**src/fgd_pkg.sv**
```systemverilog
// Function
// - concurrent-region programming keeps fetches and loads from the stall region running
// - stall-region programming halts the CPU until the operation completes
// - concurrent region unreadable from the start of any loader erase or write until the re-enable command
// - halt or concurrent read chosen by the programmed page address region
// - loader region always lies wholly inside the stall region
// - concurrent-region busy flag reads one while concurrent region is blocked
// - two independent lock pairs: application region and loader region
// - lock bits only programmed by software or pins; chip erase restores them
// - general memory lock modes never gate store or load here
// - app lock 11 free; 10 blocks stores into application region
// - app lock 00 blocks stores and loader-side loads of application region
// - app lock 01 allows stores, blocks loader-side loads of application region
// - app lock 00/01, vectors in loader: irqs suppressed in application region
// - loader lock 11 free; 10 blocks stores into loader region
// - loader lock 00 blocks stores and application-side loads of loader region
// - loader lock 01 allows stores, blocks application-side loads of loader region
// - loader lock 00/01, vectors in application: irqs suppressed in loader region
// - store starts programming only when executed from the loader region
`default_nettype none
package fgd_pkg;
	localparam int             FGD_AW         = 14;
	localparam int             FGD_PW         = 8;
	localparam logic [13:0]    FGD_STALL_BASE = 14'h3800;
	localparam logic [13:0]    FGD_LDR_B256   = 14'h3f00;
	localparam logic [13:0]    FGD_LDR_B512   = 14'h3e00;
	localparam logic [13:0]    FGD_LDR_B1K    = 14'h3c00;
	localparam logic [13:0]    FGD_LDR_B2K    = 14'h3800;

	localparam logic [7:0]     FGD_OFS_CTRL   = 8'h00;
	localparam logic [7:0]     FGD_OFS_LOCK   = 8'h04;
	localparam logic [7:0]     FGD_OFS_CFG    = 8'h08;
	localparam logic [7:0]     FGD_OFS_STAT   = 8'h0c;

	localparam int             FGD_B_SPMEN    = 0;
	localparam int             FGD_B_BUSY     = 6;
	localparam logic [4:0]     FGD_CMD_FILL   = 5'h01;
	localparam logic [4:0]     FGD_CMD_ERASE  = 5'h03;
	localparam logic [4:0]     FGD_CMD_WRITE  = 5'h05;
	localparam logic [4:0]     FGD_CMD_LOCK   = 5'h09;
	localparam logic [4:0]     FGD_CMD_REEN   = 5'h11;

	localparam int             FGD_L_APP_HI   = 3;
	localparam int             FGD_L_APP_LO   = 2;
	localparam int             FGD_L_LDR_HI   = 1;
	localparam int             FGD_L_LDR_LO   = 0;
	localparam logic [3:0]     FGD_LOCK_ERASED = 4'hf;
	localparam logic [1:0]     FGD_SIZE_RESET = 2'h0;
	localparam logic           FGD_VEC_RESET  = 1'b0;
	localparam int             FGD_CFG_VEC    = 2;
	localparam int             FGD_ST_SBLK    = 0;
	localparam int             FGD_ST_LBLK    = 1;
	localparam int             FGD_ST_HALT    = 2;
	localparam int             FGD_ST_OP      = 3;

	localparam logic [2:0]     FGD_SPM_WINDOW = 3'h4;

	typedef enum logic [1:0] {
		FGD_IDLE  = 2'b00,
		FGD_ARMED = 2'b01,
		FGD_BUSY  = 2'b11
	} fgd_state_t;

	function automatic logic [13:0] fgd_loader_base(input logic [1:0] sz);
		logic [13:0] b;
		b = FGD_LDR_B2K;
		case (sz)
			2'h3: b = FGD_LDR_B256;
			2'h2: b = FGD_LDR_B512;
			2'h1: b = FGD_LDR_B1K;
			default: b = FGD_LDR_B2K;
		endcase
		// never let the loader reach below the stall boundary
		if (b < FGD_STALL_BASE) begin
			b = FGD_STALL_BASE;
		end
		return b;
	endfunction
endpackage
`default_nettype wire

```
**src/fgd_region_map.sv**
```systemverilog
`timescale 1ns/1ps
`default_nettype none
module fgd_region_map (
	input  wire logic [13:0] addr,
	input  wire logic [13:0] loader_base,
	output logic             in_concurrent,
	output logic             in_loader
);
	always_comb begin
		in_concurrent = addr < fgd_pkg::FGD_STALL_BASE;
		in_loader     = addr >= loader_base;
	end
endmodule
`default_nettype wire

```
**src/fgd_lock_eval.sv**
```systemverilog
`timescale 1ns/1ps
`default_nettype none
module fgd_lock_eval (
	input  wire logic [3:0] lock,
	input  wire logic       pc_in_loader,
	input  wire logic       tgt_in_loader,
	input  wire logic       vec_in_loader,
	output logic            store_ok,
	output logic            load_ok,
	output logic            irq_block
);
	logic app_hi;
	logic app_lo;
	logic ldr_hi;
	logic ldr_lo;

	always_comb begin
		app_hi = lock[fgd_pkg::FGD_L_APP_HI];
		app_lo = lock[fgd_pkg::FGD_L_APP_LO];
		ldr_hi = lock[fgd_pkg::FGD_L_LDR_HI];
		ldr_lo = lock[fgd_pkg::FGD_L_LDR_LO];
		// a clear low bit forbids stores into its region
		store_ok = tgt_in_loader ? ldr_lo : app_lo;
		// a clear high bit forbids loads from the other region
		if (pc_in_loader == tgt_in_loader) begin
			load_ok = 1'b1;
		end else if (pc_in_loader) begin
			load_ok = app_hi;
		end else begin
			load_ok = ldr_hi;
		end
		if (vec_in_loader) begin
			irq_block = !pc_in_loader && !app_hi;
		end else begin
			irq_block = pc_in_loader && !ldr_hi;
		end
	end
endmodule
`default_nettype wire

```
**src/fgd_guard.sv**
```systemverilog
`timescale 1ns/1ps
`default_nettype none
module fgd_guard (
	input  wire logic        mclk,
	input  wire logic        resetn,
	// apb slave
	input  wire logic        psel,
	input  wire logic        penable,
	input  wire logic        pwrite,
	input  wire logic [7:0]  paddr,
	input  wire logic [31:0] pwdata,
	input  wire logic [3:0]  pstrb,
	output logic             pready,
	output logic [31:0]      prdata,
	output logic             pslverr,
	// cpu core, same clock
	input  wire logic [13:0] cpu_pc,
	input  wire logic        spm_exec,
	input  wire logic [13:0] spm_addr,
	input  wire logic [3:0]  spm_data,
	input  wire logic        lpm_req,
	input  wire logic [13:0] lpm_addr,
	output logic             lpm_grant,
	output logic             lpm_deny,
	output logic             cpu_halt,
	output logic             concurrent_blocked,
	output logic             irq_suppress,
	// flash array, same clock
	input  wire logic        flash_done,
	output logic             flash_erase,
	output logic             flash_write,
	output logic [13:0]      flash_page,
	// programming pins, asynchronous
	input  wire logic        chip_erase_pin,
	input  wire logic        ext_lock_strobe,
	input  wire logic [3:0]  ext_lock_val
);
	fgd_pkg::fgd_state_t state_ff;
	fgd_pkg::fgd_state_t nxt_state;
	logic [4:0]          cmd_ff;
	logic [4:0]          nxt_cmd;
	logic [2:0]          win_ff;
	logic [2:0]          nxt_win;
	logic                busy_ff;
	logic                nxt_busy;
	logic                halt_ff;
	logic                nxt_halt;
	logic [13:0]         page_ff;
	logic [13:0]         nxt_page;
	logic                erase_ff;
	logic                nxt_erase;
	logic                write_ff;
	logic                nxt_write;
	logic [3:0]          lock_ff;
	logic [3:0]          nxt_lock;
	logic [1:0]          size_ff;
	logic [1:0]          nxt_size;
	logic                vec_ff;
	logic                nxt_vec;
	logic [1:0]          blk_ff;
	logic [1:0]          nxt_blk;
	logic                grant_ff;
	logic                nxt_grant;
	logic                deny_ff;
	logic                nxt_deny;
	logic                irqb_ff;
	logic                nxt_irqb;
	logic                pready_ff;
	logic                nxt_pready;
	logic [31:0]         prdata_ff;
	logic [31:0]         nxt_prdata;
	logic                pslverr_ff;
	logic                nxt_pslverr;
	logic [2:0]          ce_sync_ff;
	logic [2:0]          ls_sync_ff;
	logic [3:0]          lv_meta_ff;
	logic [3:0]          lv_sync_ff;

	logic [13:0]         ldr_base;
	logic                pc_ldr;
	logic                spm_conc;
	logic                spm_ldr;
	logic                lpm_conc;
	logic                lpm_ldr;
	logic                spm_store_ok;
	logic                lpm_load_ok;
	logic                irq_blk;
	logic                wr_hit;
	logic                rd_phase;
	logic                ce_pulse;
	logic                ls_pulse;

	always_comb begin
		ldr_base = fgd_pkg::fgd_loader_base(size_ff);
	end

	fgd_region_map u_map_pc (
		.addr          (cpu_pc),
		.loader_base   (ldr_base),
		.in_concurrent (),
		.in_loader     (pc_ldr)
	);

	fgd_region_map u_map_spm (
		.addr          (spm_addr),
		.loader_base   (ldr_base),
		.in_concurrent (spm_conc),
		.in_loader     (spm_ldr)
	);

	fgd_region_map u_map_lpm (
		.addr          (lpm_addr),
		.loader_base   (ldr_base),
		.in_concurrent (lpm_conc),
		.in_loader     (lpm_ldr)
	);

	fgd_lock_eval u_lock_spm (
		.lock          (lock_ff),
		.pc_in_loader  (pc_ldr),
		.tgt_in_loader (spm_ldr),
		.vec_in_loader (vec_ff),
		.store_ok      (spm_store_ok),
		.load_ok       (),
		.irq_block     (irq_blk)
	);

	fgd_lock_eval u_lock_lpm (
		.lock          (lock_ff),
		.pc_in_loader  (pc_ldr),
		.tgt_in_loader (lpm_ldr),
		.vec_in_loader (vec_ff),
		.store_ok      (),
		.load_ok       (lpm_load_ok),
		.irq_block     ()
	);

	// pins are asynchronous: two stages before any logic looks
	always_ff @(posedge mclk or negedge resetn) begin
		if (!resetn) begin
			ce_sync_ff <= 3'h0;
			ls_sync_ff <= 3'h0;
			lv_meta_ff <= fgd_pkg::FGD_LOCK_ERASED;
			lv_sync_ff <= fgd_pkg::FGD_LOCK_ERASED;
		end else begin
			ce_sync_ff <= {ce_sync_ff[1:0], chip_erase_pin};
			ls_sync_ff <= {ls_sync_ff[1:0], ext_lock_strobe};
			lv_meta_ff <= ext_lock_val;
			lv_sync_ff <= lv_meta_ff;
		end
	end

	always_comb begin
		ce_pulse = ce_sync_ff[1] && !ce_sync_ff[2];
		ls_pulse = ls_sync_ff[1] && !ls_sync_ff[2];
		wr_hit   = psel && penable && pready_ff && pwrite && pstrb[0];
		rd_phase = psel && penable && !pready_ff;
	end

	always_comb begin
		nxt_state = state_ff;
		nxt_cmd   = cmd_ff;
		nxt_win   = win_ff;
		nxt_busy  = busy_ff;
		nxt_halt  = halt_ff;
		nxt_page  = page_ff;
		nxt_erase = 1'b0;
		nxt_write = 1'b0;
		nxt_lock  = lock_ff;
		nxt_size  = size_ff;
		nxt_vec   = vec_ff;
		nxt_blk   = blk_ff;
		nxt_grant = 1'b0;
		nxt_deny  = 1'b0;
		// general memory lock modes have no input here by design
		nxt_irqb  = irq_blk;
		case (state_ff)
			fgd_pkg::FGD_IDLE: begin
				if (wr_hit && paddr == fgd_pkg::FGD_OFS_CTRL) begin
					// only the documented five-bit patterns arm the store
					if (pwdata[4:0] == fgd_pkg::FGD_CMD_FILL ||
					    pwdata[4:0] == fgd_pkg::FGD_CMD_ERASE ||
					    pwdata[4:0] == fgd_pkg::FGD_CMD_WRITE ||
					    pwdata[4:0] == fgd_pkg::FGD_CMD_LOCK ||
					    pwdata[4:0] == fgd_pkg::FGD_CMD_REEN) begin
						nxt_cmd   = pwdata[4:0];
						nxt_win   = fgd_pkg::FGD_SPM_WINDOW;
						nxt_state = fgd_pkg::FGD_ARMED;
					end
				end
			end
			fgd_pkg::FGD_ARMED: begin
				if (spm_exec && pc_ldr) begin
					nxt_state = fgd_pkg::FGD_IDLE;
					nxt_cmd   = 5'h00;
					nxt_win   = 3'h0;
					if (cmd_ff == fgd_pkg::FGD_CMD_ERASE ||
					    cmd_ff == fgd_pkg::FGD_CMD_WRITE) begin
						if (spm_store_ok) begin
							nxt_state = fgd_pkg::FGD_BUSY;
							nxt_cmd   = cmd_ff;
							nxt_page  = spm_addr;
							nxt_erase = cmd_ff == fgd_pkg::FGD_CMD_ERASE;
							nxt_write = cmd_ff == fgd_pkg::FGD_CMD_WRITE;
							nxt_busy  = 1'b1;
							// decided by target page, not by where the cpu runs
							nxt_halt  = !spm_conc;
						end else begin
							nxt_blk[fgd_pkg::FGD_ST_SBLK] = 1'b1;
						end
					end else if (cmd_ff == fgd_pkg::FGD_CMD_LOCK) begin
						// and-in: software can only program lock bits
						nxt_lock = lock_ff & spm_data;
					end else if (cmd_ff == fgd_pkg::FGD_CMD_REEN) begin
						nxt_busy = 1'b0;
					end
				end else if (spm_exec) begin
					// store from application code is ignored outright
					nxt_state = fgd_pkg::FGD_IDLE;
					nxt_cmd   = 5'h00;
					nxt_win   = 3'h0;
				end else if (win_ff == 3'h1) begin
					nxt_state = fgd_pkg::FGD_IDLE;
					nxt_cmd   = 5'h00;
					nxt_win   = 3'h0;
				end else begin
					nxt_win = win_ff - 3'h1;
				end
			end
			fgd_pkg::FGD_BUSY: begin
				if (flash_done) begin
					nxt_state = fgd_pkg::FGD_IDLE;
					nxt_cmd   = 5'h00;
					nxt_halt  = 1'b0;
				end
			end
			default: begin
				nxt_state = fgd_pkg::FGD_IDLE;
			end
		endcase
		// loads: lock checks, and nothing from the concurrent region while busy
		if (lpm_req) begin
			if (!lpm_load_ok || (busy_ff && lpm_conc)) begin
				nxt_deny = 1'b1;
				nxt_blk[fgd_pkg::FGD_ST_LBLK] = 1'b1;
			end else begin
				nxt_grant = 1'b1;
			end
		end
		if (wr_hit && paddr == fgd_pkg::FGD_OFS_CFG) begin
			nxt_size = pwdata[1:0];
			nxt_vec  = pwdata[fgd_pkg::FGD_CFG_VEC];
		end
		// set wins over clear: only clear bits not being set this cycle
		if (wr_hit && paddr == fgd_pkg::FGD_OFS_STAT) begin
			nxt_blk = nxt_blk & ~(pwdata[1:0] & ~(nxt_blk & ~blk_ff));
		end
		if (ls_pulse) begin
			nxt_lock = nxt_lock & lv_sync_ff;
		end
		// chip erase and reset are the only ways back to unprogrammed
		if (ce_pulse) begin
			nxt_lock = fgd_pkg::FGD_LOCK_ERASED;
		end
	end

	always_comb begin
		nxt_pready  = rd_phase;
		nxt_prdata  = 32'h0;
		nxt_pslverr = 1'b0;
		if (rd_phase) begin
			if (paddr == fgd_pkg::FGD_OFS_CTRL) begin
				nxt_prdata[4:0] = cmd_ff;
				nxt_prdata[fgd_pkg::FGD_B_SPMEN] = state_ff != fgd_pkg::FGD_IDLE;
				nxt_prdata[fgd_pkg::FGD_B_BUSY]  = busy_ff;
			end else if (paddr == fgd_pkg::FGD_OFS_LOCK) begin
				nxt_prdata[3:0] = lock_ff;
			end else if (paddr == fgd_pkg::FGD_OFS_CFG) begin
				nxt_prdata[1:0] = size_ff;
				nxt_prdata[fgd_pkg::FGD_CFG_VEC] = vec_ff;
			end else if (paddr == fgd_pkg::FGD_OFS_STAT) begin
				nxt_prdata[1:0] = blk_ff;
				nxt_prdata[fgd_pkg::FGD_ST_HALT] = halt_ff;
				nxt_prdata[fgd_pkg::FGD_ST_OP]   = state_ff == fgd_pkg::FGD_BUSY;
			end else begin
				nxt_pslverr = 1'b1;
			end
		end
	end

	always_ff @(posedge mclk or negedge resetn) begin
		if (!resetn) begin
			state_ff   <= fgd_pkg::FGD_IDLE;
			cmd_ff     <= 5'h00;
			win_ff     <= 3'h0;
			busy_ff    <= 1'b0;
			halt_ff    <= 1'b0;
			page_ff    <= 14'h0000;
			erase_ff   <= 1'b0;
			write_ff   <= 1'b0;
			lock_ff    <= fgd_pkg::FGD_LOCK_ERASED;
			size_ff    <= fgd_pkg::FGD_SIZE_RESET;
			vec_ff     <= fgd_pkg::FGD_VEC_RESET;
			blk_ff     <= 2'h0;
			grant_ff   <= 1'b0;
			deny_ff    <= 1'b0;
			irqb_ff    <= 1'b0;
			pready_ff  <= 1'b0;
			prdata_ff  <= 32'h0;
			pslverr_ff <= 1'b0;
		end else begin
			state_ff   <= nxt_state;
			cmd_ff     <= nxt_cmd;
			win_ff     <= nxt_win;
			busy_ff    <= nxt_busy;
			halt_ff    <= nxt_halt;
			page_ff    <= nxt_page;
			erase_ff   <= nxt_erase;
			write_ff   <= nxt_write;
			lock_ff    <= nxt_lock;
			size_ff    <= nxt_size;
			vec_ff     <= nxt_vec;
			blk_ff     <= nxt_blk;
			grant_ff   <= nxt_grant;
			deny_ff    <= nxt_deny;
			irqb_ff    <= nxt_irqb;
			pready_ff  <= nxt_pready;
			prdata_ff  <= nxt_prdata;
			pslverr_ff <= nxt_pslverr;
		end
	end

	always_comb begin
		pready             = pready_ff;
		prdata             = prdata_ff;
		pslverr            = pslverr_ff;
		lpm_grant          = grant_ff;
		lpm_deny           = deny_ff;
		cpu_halt           = halt_ff;
		concurrent_blocked = busy_ff;
		irq_suppress       = irqb_ff;
		flash_erase        = erase_ff;
		flash_write        = write_ff;
		flash_page         = page_ff;
	end
endmodule
`default_nettype wire

```
**config.mk**
```make
export PLATFORM = sky130hd
export DESIGN_NAME = fgd_guard
export DESIGN_NICKNAME = d
export VERILOG_FILES = /design/src/fgd_pkg.sv /design/src/fgd_region_map.sv /design/src/fgd_lock_eval.sv /design/src/fgd_guard.sv
export SDC_FILE = /design/constraint.sdc
export NUM_CORES = 1
export LEC_CHECK = 0
export ABC_AREA = 1
export BUFFER_PORTS_ARGS = -buffer_cell sky130_fd_sc_hd__buf_4
export CAP_MARGIN = 15
export CORE_MARGIN = 4
export CORE_UTILIZATION = 54
export CTS_CLUSTER_DIAMETER = 50
export CTS_CLUSTER_SIZE = 16
export DETAILED_ROUTE_END_ITERATION = 6
export HOLD_SLACK_MARGIN = 0.06
export MAX_ROUTING_LAYER = met4
export PLACE_DENSITY = 0.92
export SYNTH_ARGS = -nofsm -noshare
export SYNTH_HDL_FRONTEND = slang
export SYNTH_HIERARCHICAL = 1
export SYNTH_SLANG_ARGS = --single-unit
```
**constraint.sdc**
```tcl
create_clock -name mclk -period 7.5 [get_ports mclk]
set_clock_uncertainty 0.2 [all_clocks]
set_input_delay 0 -clock mclk [delete_from_list [all_inputs] [get_ports mclk]]
set_output_delay 0 -clock mclk [all_outputs]
set_load 0.01 [all_outputs]
```
Word level (Yosys, flattened, before mapping) --
Index checks and enable logic that the tools add are counted.
Word-level totals: bits in registers 62, input port bits 104, output and inout bits 55, logic and storage cells 185
Operators by class: add/subtract/negate cells 1, $lt $le $gt $ge 6, equality and inequality tests 29, mux-type cells 78, bitwise operators 8, reduce and logical (&&, ||, !) cells 41
Operator list (count):
- 5-bit two-way mux | 9
- 14-bit >= comparator | 3
- 14-bit < comparator, second input constant | 3
- 1-bit two-way mux | 39
- 4-bit two-way mux | 9
- 11-bit case mux with 3 select lines | 1
- 2-bit two-way mux | 9
- 3-bit two-way mux | 6
- 8-bit by 4-bit == test with 1-bit output, second input constant | 2
- 2-bit inequality test, second input constant | 8
- 5-bit case mux with 3 select lines | 1
- 1-bit logical AND | 14
- 14-bit two-way mux | 1
- 5-bit by 2-bit == test with 1-bit output, second input constant | 2
- 5-bit by 3-bit == test with 1-bit output, second input constant | 2
- 5-bit by 4-bit == test with 1-bit output, second input constant | 2
- 5-bit == test, second input constant | 2
- 5-bit AND reduction | 2
- 4-bit AND | 2
- 8-bit by 3-bit == test with 1-bit output, second input constant | 1
- 1-bit zero test | 8
- 8-bit zero test | 1
- 4-bit inequality test, second input constant | 2
- 4-bit AND reduction | 2
- 17 further kinds | 32

Longest topological paths before layout --
Gate-level depths: netlist of the first run.
depth in word-level cells 17, mapped depth 20, mapped depth without buffers 20

Modules after synthesis --
The synthesis of the first run kept the hierarchy.
Modules (own cells, without submodules):
- fgd_guard | instances 1, cells each 340, area an instance 2950.3 µm², sequential area each 1566.5 µm²
- fgd_region_map | instances 3, cells each 69, area an instance 411.6 µm², sequential area each 0.0 µm²
- fgd_lock_eval | instances 2, cells each 14, area an instance 57.6 µm², sequential area each 0.0 µm²

Worst setup path after synthesis of the first run --
Ideal clock, no wire load.
kind register to register, start register size_ff[1], end register cmd_ff[2], arrival 2.222 ns, data required time 7.183 ns, setup slack 4.961 ns, stages on the path, launching flop included 18, path buffers 0, period minus slack after synthesis 2.539 ns, path through dfrtp_1 -> or2_2 -> inv_1 -> ha_1 -> nand3_4 -> nor2_1 -> nor2_1 -> nand3_1 -> nand2_1 -> inv_1 -> nand2_4 -> nor2_8 -> nand2_4 -> nand2_8 -> nor2_4 -> nand2_2 -> nand2_1 -> nand2_1
On the way: word-level cells in the longest chain between the ends 8
Ends and longest elaborated chain:
- start: declaration | RTL line fgd_guard.sv:56 | logic [1:0] size_ff;
- start signal: assignment | RTL line fgd_guard.sv:302 | size_ff <= fgd_pkg::FGD_SIZE_RESET;
- start signal: assignment | RTL line fgd_guard.sv:321 | size_ff <= nxt_size;
- 2-bit by 1-bit == test with 1-bit output / 2-bit == test (equally long branches) | RTL line fgd_pkg.sv:67 | case (sz)
- 11-bit case mux with 3 select lines (*) | RTL line fgd_pkg.sv:67
- 14-bit < comparator | RTL line fgd_pkg.sv:74 | if (b < FGD_STALL_BASE) begin
- 14-bit two-way mux (*) | RTL line fgd_pkg.sv:74
- named net ldr_base[10] | RTL line fgd_guard.sv:79 | logic [13:0] ldr_base;
- 14-bit >= comparator (*) | RTL line fgd_region_map.sv:11 | in_loader = addr >= loader_base;
- named net pc_ldr | RTL line fgd_guard.sv:80 | logic pc_ldr;
- 1-bit logical AND (*) | RTL line fgd_guard.sv:193 | if (spm_exec && pc_ldr) begin
- 4-bit inequality test (no line) / 5-bit two-way mux (equally long branches)
- 6-bit AND reduction (no line) / 5-bit case mux with 3 select lines (equally long branches)
- end signal: assignment | RTL line fgd_guard.sv:313 | cmd_ff <= nxt_cmd;
- end: declaration | RTL line fgd_guard.sv:40 | logic [4:0] cmd_ff;
The timed path passes the listed nets; every way through them passes the cells marked *. A chain may end at the register's enable or synchronous reset.

Worst setup path in the final report of the first run --
start input port paddr[4], end register prdata_ff[2] (netlist: prdata[2])
On the way: word-level cells in the longest chain between the ends 6
Ends and longest elaborated chain:
- start: declaration | RTL line fgd_guard.sv:10 | input wire logic [7:0] paddr,
- 8-bit by 4-bit == test with 1-bit output | RTL line fgd_guard.sv:281 | end else if (paddr == fgd_pkg::FGD_OFS_STAT) begin
- 4-bit two-way mux | RTL line fgd_guard.sv:281
- 3-bit two-way mux | RTL line fgd_guard.sv:278 | end else if (paddr == fgd_pkg::FGD_OFS_CFG) begin
- 4-bit two-way mux | RTL line fgd_guard.sv:276 | end else if (paddr == fgd_pkg::FGD_OFS_LOCK) begin
- 4-bit two-way mux (*) | RTL line fgd_guard.sv:272 | if (paddr == fgd_pkg::FGD_OFS_CTRL) begin
- 5-bit two-way mux (*) | RTL line fgd_guard.sv:271 | if (rd_phase) begin
- named net nxt_prdata[2] | RTL line fgd_guard.sv:71 | logic [31:0] nxt_prdata;
- end signal: assignment | RTL line fgd_guard.sv:328 | prdata_ff <= nxt_prdata;
- end: declaration | RTL line fgd_guard.sv:70 | logic [31:0] prdata_ff;
Marks and branches as above.

==> flow_summary_export.csv, run 1 <==
group,metric,value,unit
synthesis,avgSynthCellArea,7.56,sq um
routing,via_count,4113,
clocking,postCtsSetupBuffers,0,
worst_setup_path,r2r_start,"size_ff[1]",
cells_and_area,finish.utilization,76.7,%
cells_and_area,multi_input_area,0.00225,sq mm
global_route,grt_first_pass_wirelength,19200,um
clocking,clkSinkCount,62,
cells_and_area,num_antenna_cells,0,
clocking,cts_inserted_buffers,9,
timing,finalHoldViolCount,0,
timing,period_needed,3.73,ns
timing,fin_setup_tns,0,ns
die,core,0.00769,sq mm
placed_design,gp_congestion,0.909,
clocking,ctsHtreeMaxLevel,3,
worst_setup_path,required,7.59,ns
cells_and_area,drive_gt1_share,21.7,%
timing,rsz0062_at_grt,"false",
worst_setup_path,endpoint,"prdata[2]",
worst_setup_path,start_kind,"primary input",
clocking,tritoncts,"done",
worst_setup_path,crit_path_end_kind,"flip-flop",
timing,max_freq,0.268,GHz
worst_setup_path,worst-path-buf-inv,6,
die,dieArea,0.00934,sq mm
die,die-width,96.6,um
routing,wl,11300,um
timing,slew_headroom,49.3,%
status,status,"completed",
synthesis,syn_inst,561,
global_route,antenna_found_initial,0,
clocking,cts-root-buf,"clkbuf_8",
timing,tightest_slew,0.761,ns
routing,vias_per_cell,4.77,
worst_setup_path,rrSetupSlack,4.46,ns
worst_setup_path,crit_slowest_cell,"dlygate4sd3_1",
clocking,cts_buffer_depth,2,
cells_and_area,final_nets,904,
placed_design,numPortBuffers,102,
global_route,grt_overflow,0,
worst_setup_path,r2r-end,"blk_ff[1]",
synthesis,synth_area,0.00424,sq mm
worst_setup_path,path_common_cell,"dlygate4sd3_1",
worst_setup_path,cp-startpoint,"paddr[4]",
worst_setup_path,worstPathCellList,"dlygate4sd3_1 -> buf_4 -> nor2_1 -> dlygate4sd3_1 -> nand2_1 -> dlygate4sd3_1 -> nor2_1 -> nand4_1 -> dlygate4sd3_1 -> a31oi_1 -> dlygate4sd3_1",
worst_setup_path,path_depth,11,
global_route,grt.total_usage,25.6,%
routing,final_antenna_net_count,0,
power,vdd_drop_max,0.131,mV
global_route,grt_pass1_vias,4277,
die,start_util,55.2,%
placed_design,placement.cell_area,0.00512,sq mm
worst_setup_path,cpPeakStageDelay,0.59,ns
routing,route.detailed.drc,0,
worst_setup_path,cp_max_fo,7,
worst_setup_path,worstSetupPathType,"in -> reg",
clocking,clock_latency,0.35,ns
worst_setup_path,reg2regPathDepth,13,
hold_path,hp-class,"in -> async",
die,ioPinCount,159,
job,cap_violations,0,
worst_setup_path,crit_family,"buffers and inverters",
timing,slew_violations,0,
power,p_leak,0.00330,uW
routing,drt_iter0_markers,147,
placed_design,hpwl,7890,um
timing,period_share,49.8,%
cells_and_area,fin_area,0.00590,sq mm
global_route,grt_max_degree,63,
die,rows,32,
routing,firstDrtPassIters,6,
die,die_h,96.6,um
worst_setup_path,crit_arrival,3.82,ns
cells_and_area,syn2layout_area_growth,39.1,%
timing,finalSetupViolCount,0,
power,p_per_area,195,mW/mm^2
clocking,path_clk_slew,0.08,ns
synthesis,synth_warnings,6,
routing,wl_per_cell,13.1,um
cells_and_area,fillers,551,
cells_and_area,seqCellArea,0.00157,sq mm
[flip-flops by register name, indices dropped and copies added (netlist names), 2 cells and up]
signal,count
blk_ff,2
ce_sync_ff,3
cmd_ff,5
flash_page,14
lock_ff,4
ls_sync_ff,3
lv_meta_ff,4
lv_sync_ff,4
prdata,6
size_ff,2
state_ff,2
win_ff,3
[routing by layer]
metal	global-route usage, %	vias to the layer above	part of all wire, %
met4	7.56	0	1.9
met5	-	-	0
met1	28.0	1898	40
li1	-	2042	-
met3	5.41	19	5.2
met2	46.6	154	53
[metrics by stage]
step / hold slack, ns / total power [uW] / instances / worst slack (ns)
3_5_place_dp: -0.0894 / 782 / 792 / 4.60
3_3_place_gp: -0.0916 / 765 / 792 / 4.65
5_1_grt: 0.0857 / 1230 / 863 / 3.66
4_1_cts: 0.0710 / 1140 / 863 / 3.89
2_1_floorplan: -0.496 / 653 / 618 / 5.06
6_report: 0.0601 / 1150 / 863 / 3.77
[cell usage in the layout (no fill, tap or decap), drive strengths merged]
| cell | instances |
|---|---|
| nand2 | 179 |
| inv | 110 |
| buf | 102 |
| conb | 59 |
| dlygate4sd3 | 55 |
| nor2 | 51 |
| dfrtp | 50 |
| ha | 44 |
| nand3 | 28 |
| a21oi | 18 |
| o21ai | 14 |
| dfstp | 12 |
| clkbuf | 9 |
| nand4 | 8 |
| o211ai | 6 |
| nor3 | 4 |
| a31oi | 3 |
| nand3b | 2 |
| bufinv | 2 |
| nor4 | 1 |
| or2 | 1 |
| xor2 | 1 |
| clkinvlp | 1 |
| clkinv | 1 |
[worst min path at each step]
| stage | start | to | slack (ns) | depth (start not counted) |
|---|---|---|---|---|
| after floorplan | resetn | blk_ff[0] | -0.50 | 0 |
| after global placement | resetn | ce_sync_ff[0] | -0.09 | 1 |
| after detailed placement | chip_erase_pin | ce_sync_ff[0] | -0.09 | 1 |
| after CTS | resetn | flash_page[1] | 0.07 | 2 |
| after global routing | ext_lock_val[1] | lv_meta_ff[1] | 0.09 | 2 |
| final | resetn | ce_sync_ff[0] | 0.06 | 2 |
[report_power, final]
part | leakage [uW] | switching [uW] | internal [uW]
clock | 0.000112 | 146 | 192
sequential | 0.000781 | 56.6 | 397
combinational | 0.00241 | 197 | 161
[area by class of cell]
cell class / instances / share of cell area (%)
Tap cell: 102 / 2.16
Timing Repair Buffer: 157 / 22.3
Clock inverter: 7 / 1.78
Sequential cell: 62 / 26.6
Clock buffer: 9 / 2.10
Inverter: 107 / 6.89
Multi-Input combinational cell: 419 / 38.2
[repair_timing]
action / CTS / global route
endpoints found under the hold margin: 114 / 0
resized for setup: 0 / 0
hold buffers: 55 / 0
(Power assumes the default switching activity.)
==> inputs of run 2 (changes only) <==
- CORE_UTILIZATION: 54 -> 45
- PLACE_DENSITY: 0.92 -> 0.83
- clock period: 7.5 -> 3.2 ns (I/O delays scaled with it)
==> run 2 against run 1 <==
Against the previous run:
- core utilization fell by 13 points
- clock power rose by 87%
- cell count rose by 1.4%
- combinational power rose by 130%
- sequential cell count did not move
- via count fell by 1.6%
- highest routed layer unchanged
==> flow_summary_export.csv, run 2 (synthesized netlist as in run 1, its figures left out) <==
group,metric,value,unit
power,p_leak,0.00330,uW
global_route,grt_max_degree,63,
timing,max_freq,0.324,GHz
die,ioPinCount,159,
clocking,postCtsSetupBuffers,0,
cells_and_area,mostFrequentLayoutCell,"nand2_1",
job,cap_violations,0,
global_route,grt_overflow,0,
placed_design,numPortBuffers,102,
power,clockPowerShare,25.0,%
timing,fin_setup_tns,0,ns
power,vdd_drop_max,0.283,mV
worst_setup_path,start_kind,"primary input",
routing,final_antenna_net_count,0,
timing,period_share,96.3,%
status,status,"completed",
placed_design,placement.cell_area,0.00513,sq mm
die,start_util,46.1,%
die,die_h,105,um
clocking,tritoncts,"done",
power,p_seq_share,42.0,%
routing,wl_per_cell,12.6,um
routing,wl,11000,um
cells_and_area,final_cell_mix,"nand2_1 (165), buf_4 (102), inv_1 (99)",
timing,finalSetupViolCount,0,
die,core,0.00920,sq mm
power,switching_share,36.6,%
timing,slew_headroom,49.5,%
cells_and_area,multi_input_area,0.00226,sq mm
cells_and_area,seqCellArea,0.00157,sq mm
die,dieArea,0.0110,sq mm
clocking,path_clk_slew,0.08,ns
cells_and_area,num_antenna_cells,0,
routing,drt_iter0_markers,212,
cells_and_area,drive_gt1_share,21.9,%
global_route,grt_pass1_vias,4195,
power,p_sw,924,uW
global_route,grt_first_pass_wirelength,18500,um
timing,finalHoldViolCount,0,
placed_design,hpwl,7960,um
routing,via_count,4049,
die,die-width,105,um
routing,firstDrtPassIters,4,
power,combPwrFrac,33.0,%
global_route,antenna_found_initial,0,
cells_and_area,final_nets,907,
cells_and_area,finish.utilization,64.2,%
routing,route.detailed.drc,0,
timing,rsz0062_at_grt,"false",
worst_setup_path,cp_max_fo,6,
clocking,cts-root-buf,"clkbuf_8",
clocking,clkSinkCount,62,
worst_setup_path,crit_arrival,3.17,ns
clocking,ctsHtreeMaxLevel,3,
routing,vias_per_cell,4.63,
timing,tightest_slew,0.757,ns
worst_setup_path,required,3.28,ns
cells_and_area,syn2layout_area_growth,39.1,%
timing,period_needed,3.08,ns
clocking,cts_inserted_buffers,9,
clocking,cts_buffer_depth,2,
power,p_per_area,427,mW/mm^2
worst_setup_path,reg2regPathDepth,13,
worst_setup_path,worstSetupPathType,"in -> reg",
cells_and_area,fillers,757,
die,rows,35,
hold_path,hp-class,"in -> async",
global_route,grt.total_usage,21.3,%
placed_design,gp_congestion,0.917,
worst_setup_path,crit_path_end_kind,"flip-flop",
cells_and_area,largest_reg_flops,14,
power,internal-power,1600,uW
timing,slew_violations,0,
clocking,clock_latency,0.35,ns
cells_and_area,fin_area,0.00590,sq mm
run 2: path summary, 6_finish.rpt:
check / start / to / slack, ns
setup / recovery: paddr[4] / prdata[2] / 0.12
min in group mclk: ext_lock_val[1] / lv_meta_ff[1] / 0.10
hold reg to reg: ce_sync_ff[0] / ce_sync_ff[1] / 0.15
setup reg to reg: size_ff[1] / blk_ff[1] / 0.24
hold / removal: resetn / prdata[3] / 0.07
max in group asynchronous: resetn / ce_sync_ff[2] / 2.24
run 2: final cells by class:
type	count	area share [%]
clock buffer	9	2.10
clock inverter	7	0.975
inverter	107	6.89
multi-input combinational	419	38.3
sequential	62	26.5
tap	111	2.35
timing repair buffer	160	22.8
run 2: through the flow:
stage | total power (uW) | hold WS (ns) | instances | setup WS, ns
after global placement | 1790 | -0.0907 | 801 | 0.376
final | 2520 | 0.0675 | 875 | 0.118
after detailed placement | 1840 | -0.0890 | 801 | 0.256
after CTS | 2520 | 0.0814 | 875 | 0.150
after global routing | 2700 | 0.0808 | 875 | 0.0512
after floorplan | 1530 | -0.496 | 618 | 0.757
run 2: metal layers:
metal  up-vias  part of all wire, %  GRT usage [%]
met3        26                  5.9           5.50
met5         -                    0              -
li1       2038                    -              -
met2       158                   52           38.7
met1      1827                   40           22.4
met4         0                  2.2           6.84
run 2: power by group through the flow:
stage               clock [uW]  sequential, uW  combinational (uW)
global route               679            1080                 941
finish                     631            1060                 832
floorplan                    0            1060                 470
global placement             0            1060                 731
CTS                        643            1060                 823
detailed placement           0            1070                 770
run 2: critical path, cell delays in order:
cell	delay [ns]
dlygate4sd3_1	0.56
buf_4	0.14
nor2_1	0.07
dlygate4sd3_1	0.55
nand2_1	0.11
nor2_2	0.21
nand4_1	0.14
dlygate4sd3_1	0.60
a31oi_1	0.20
dlygate4sd3_1	0.58
run 2: repair_timing:
item,CTS,global route
hold buffers,58,0
hold endpoints to repair,114,0
resized for setup,0,2
endpoints found under the setup margin,0,3
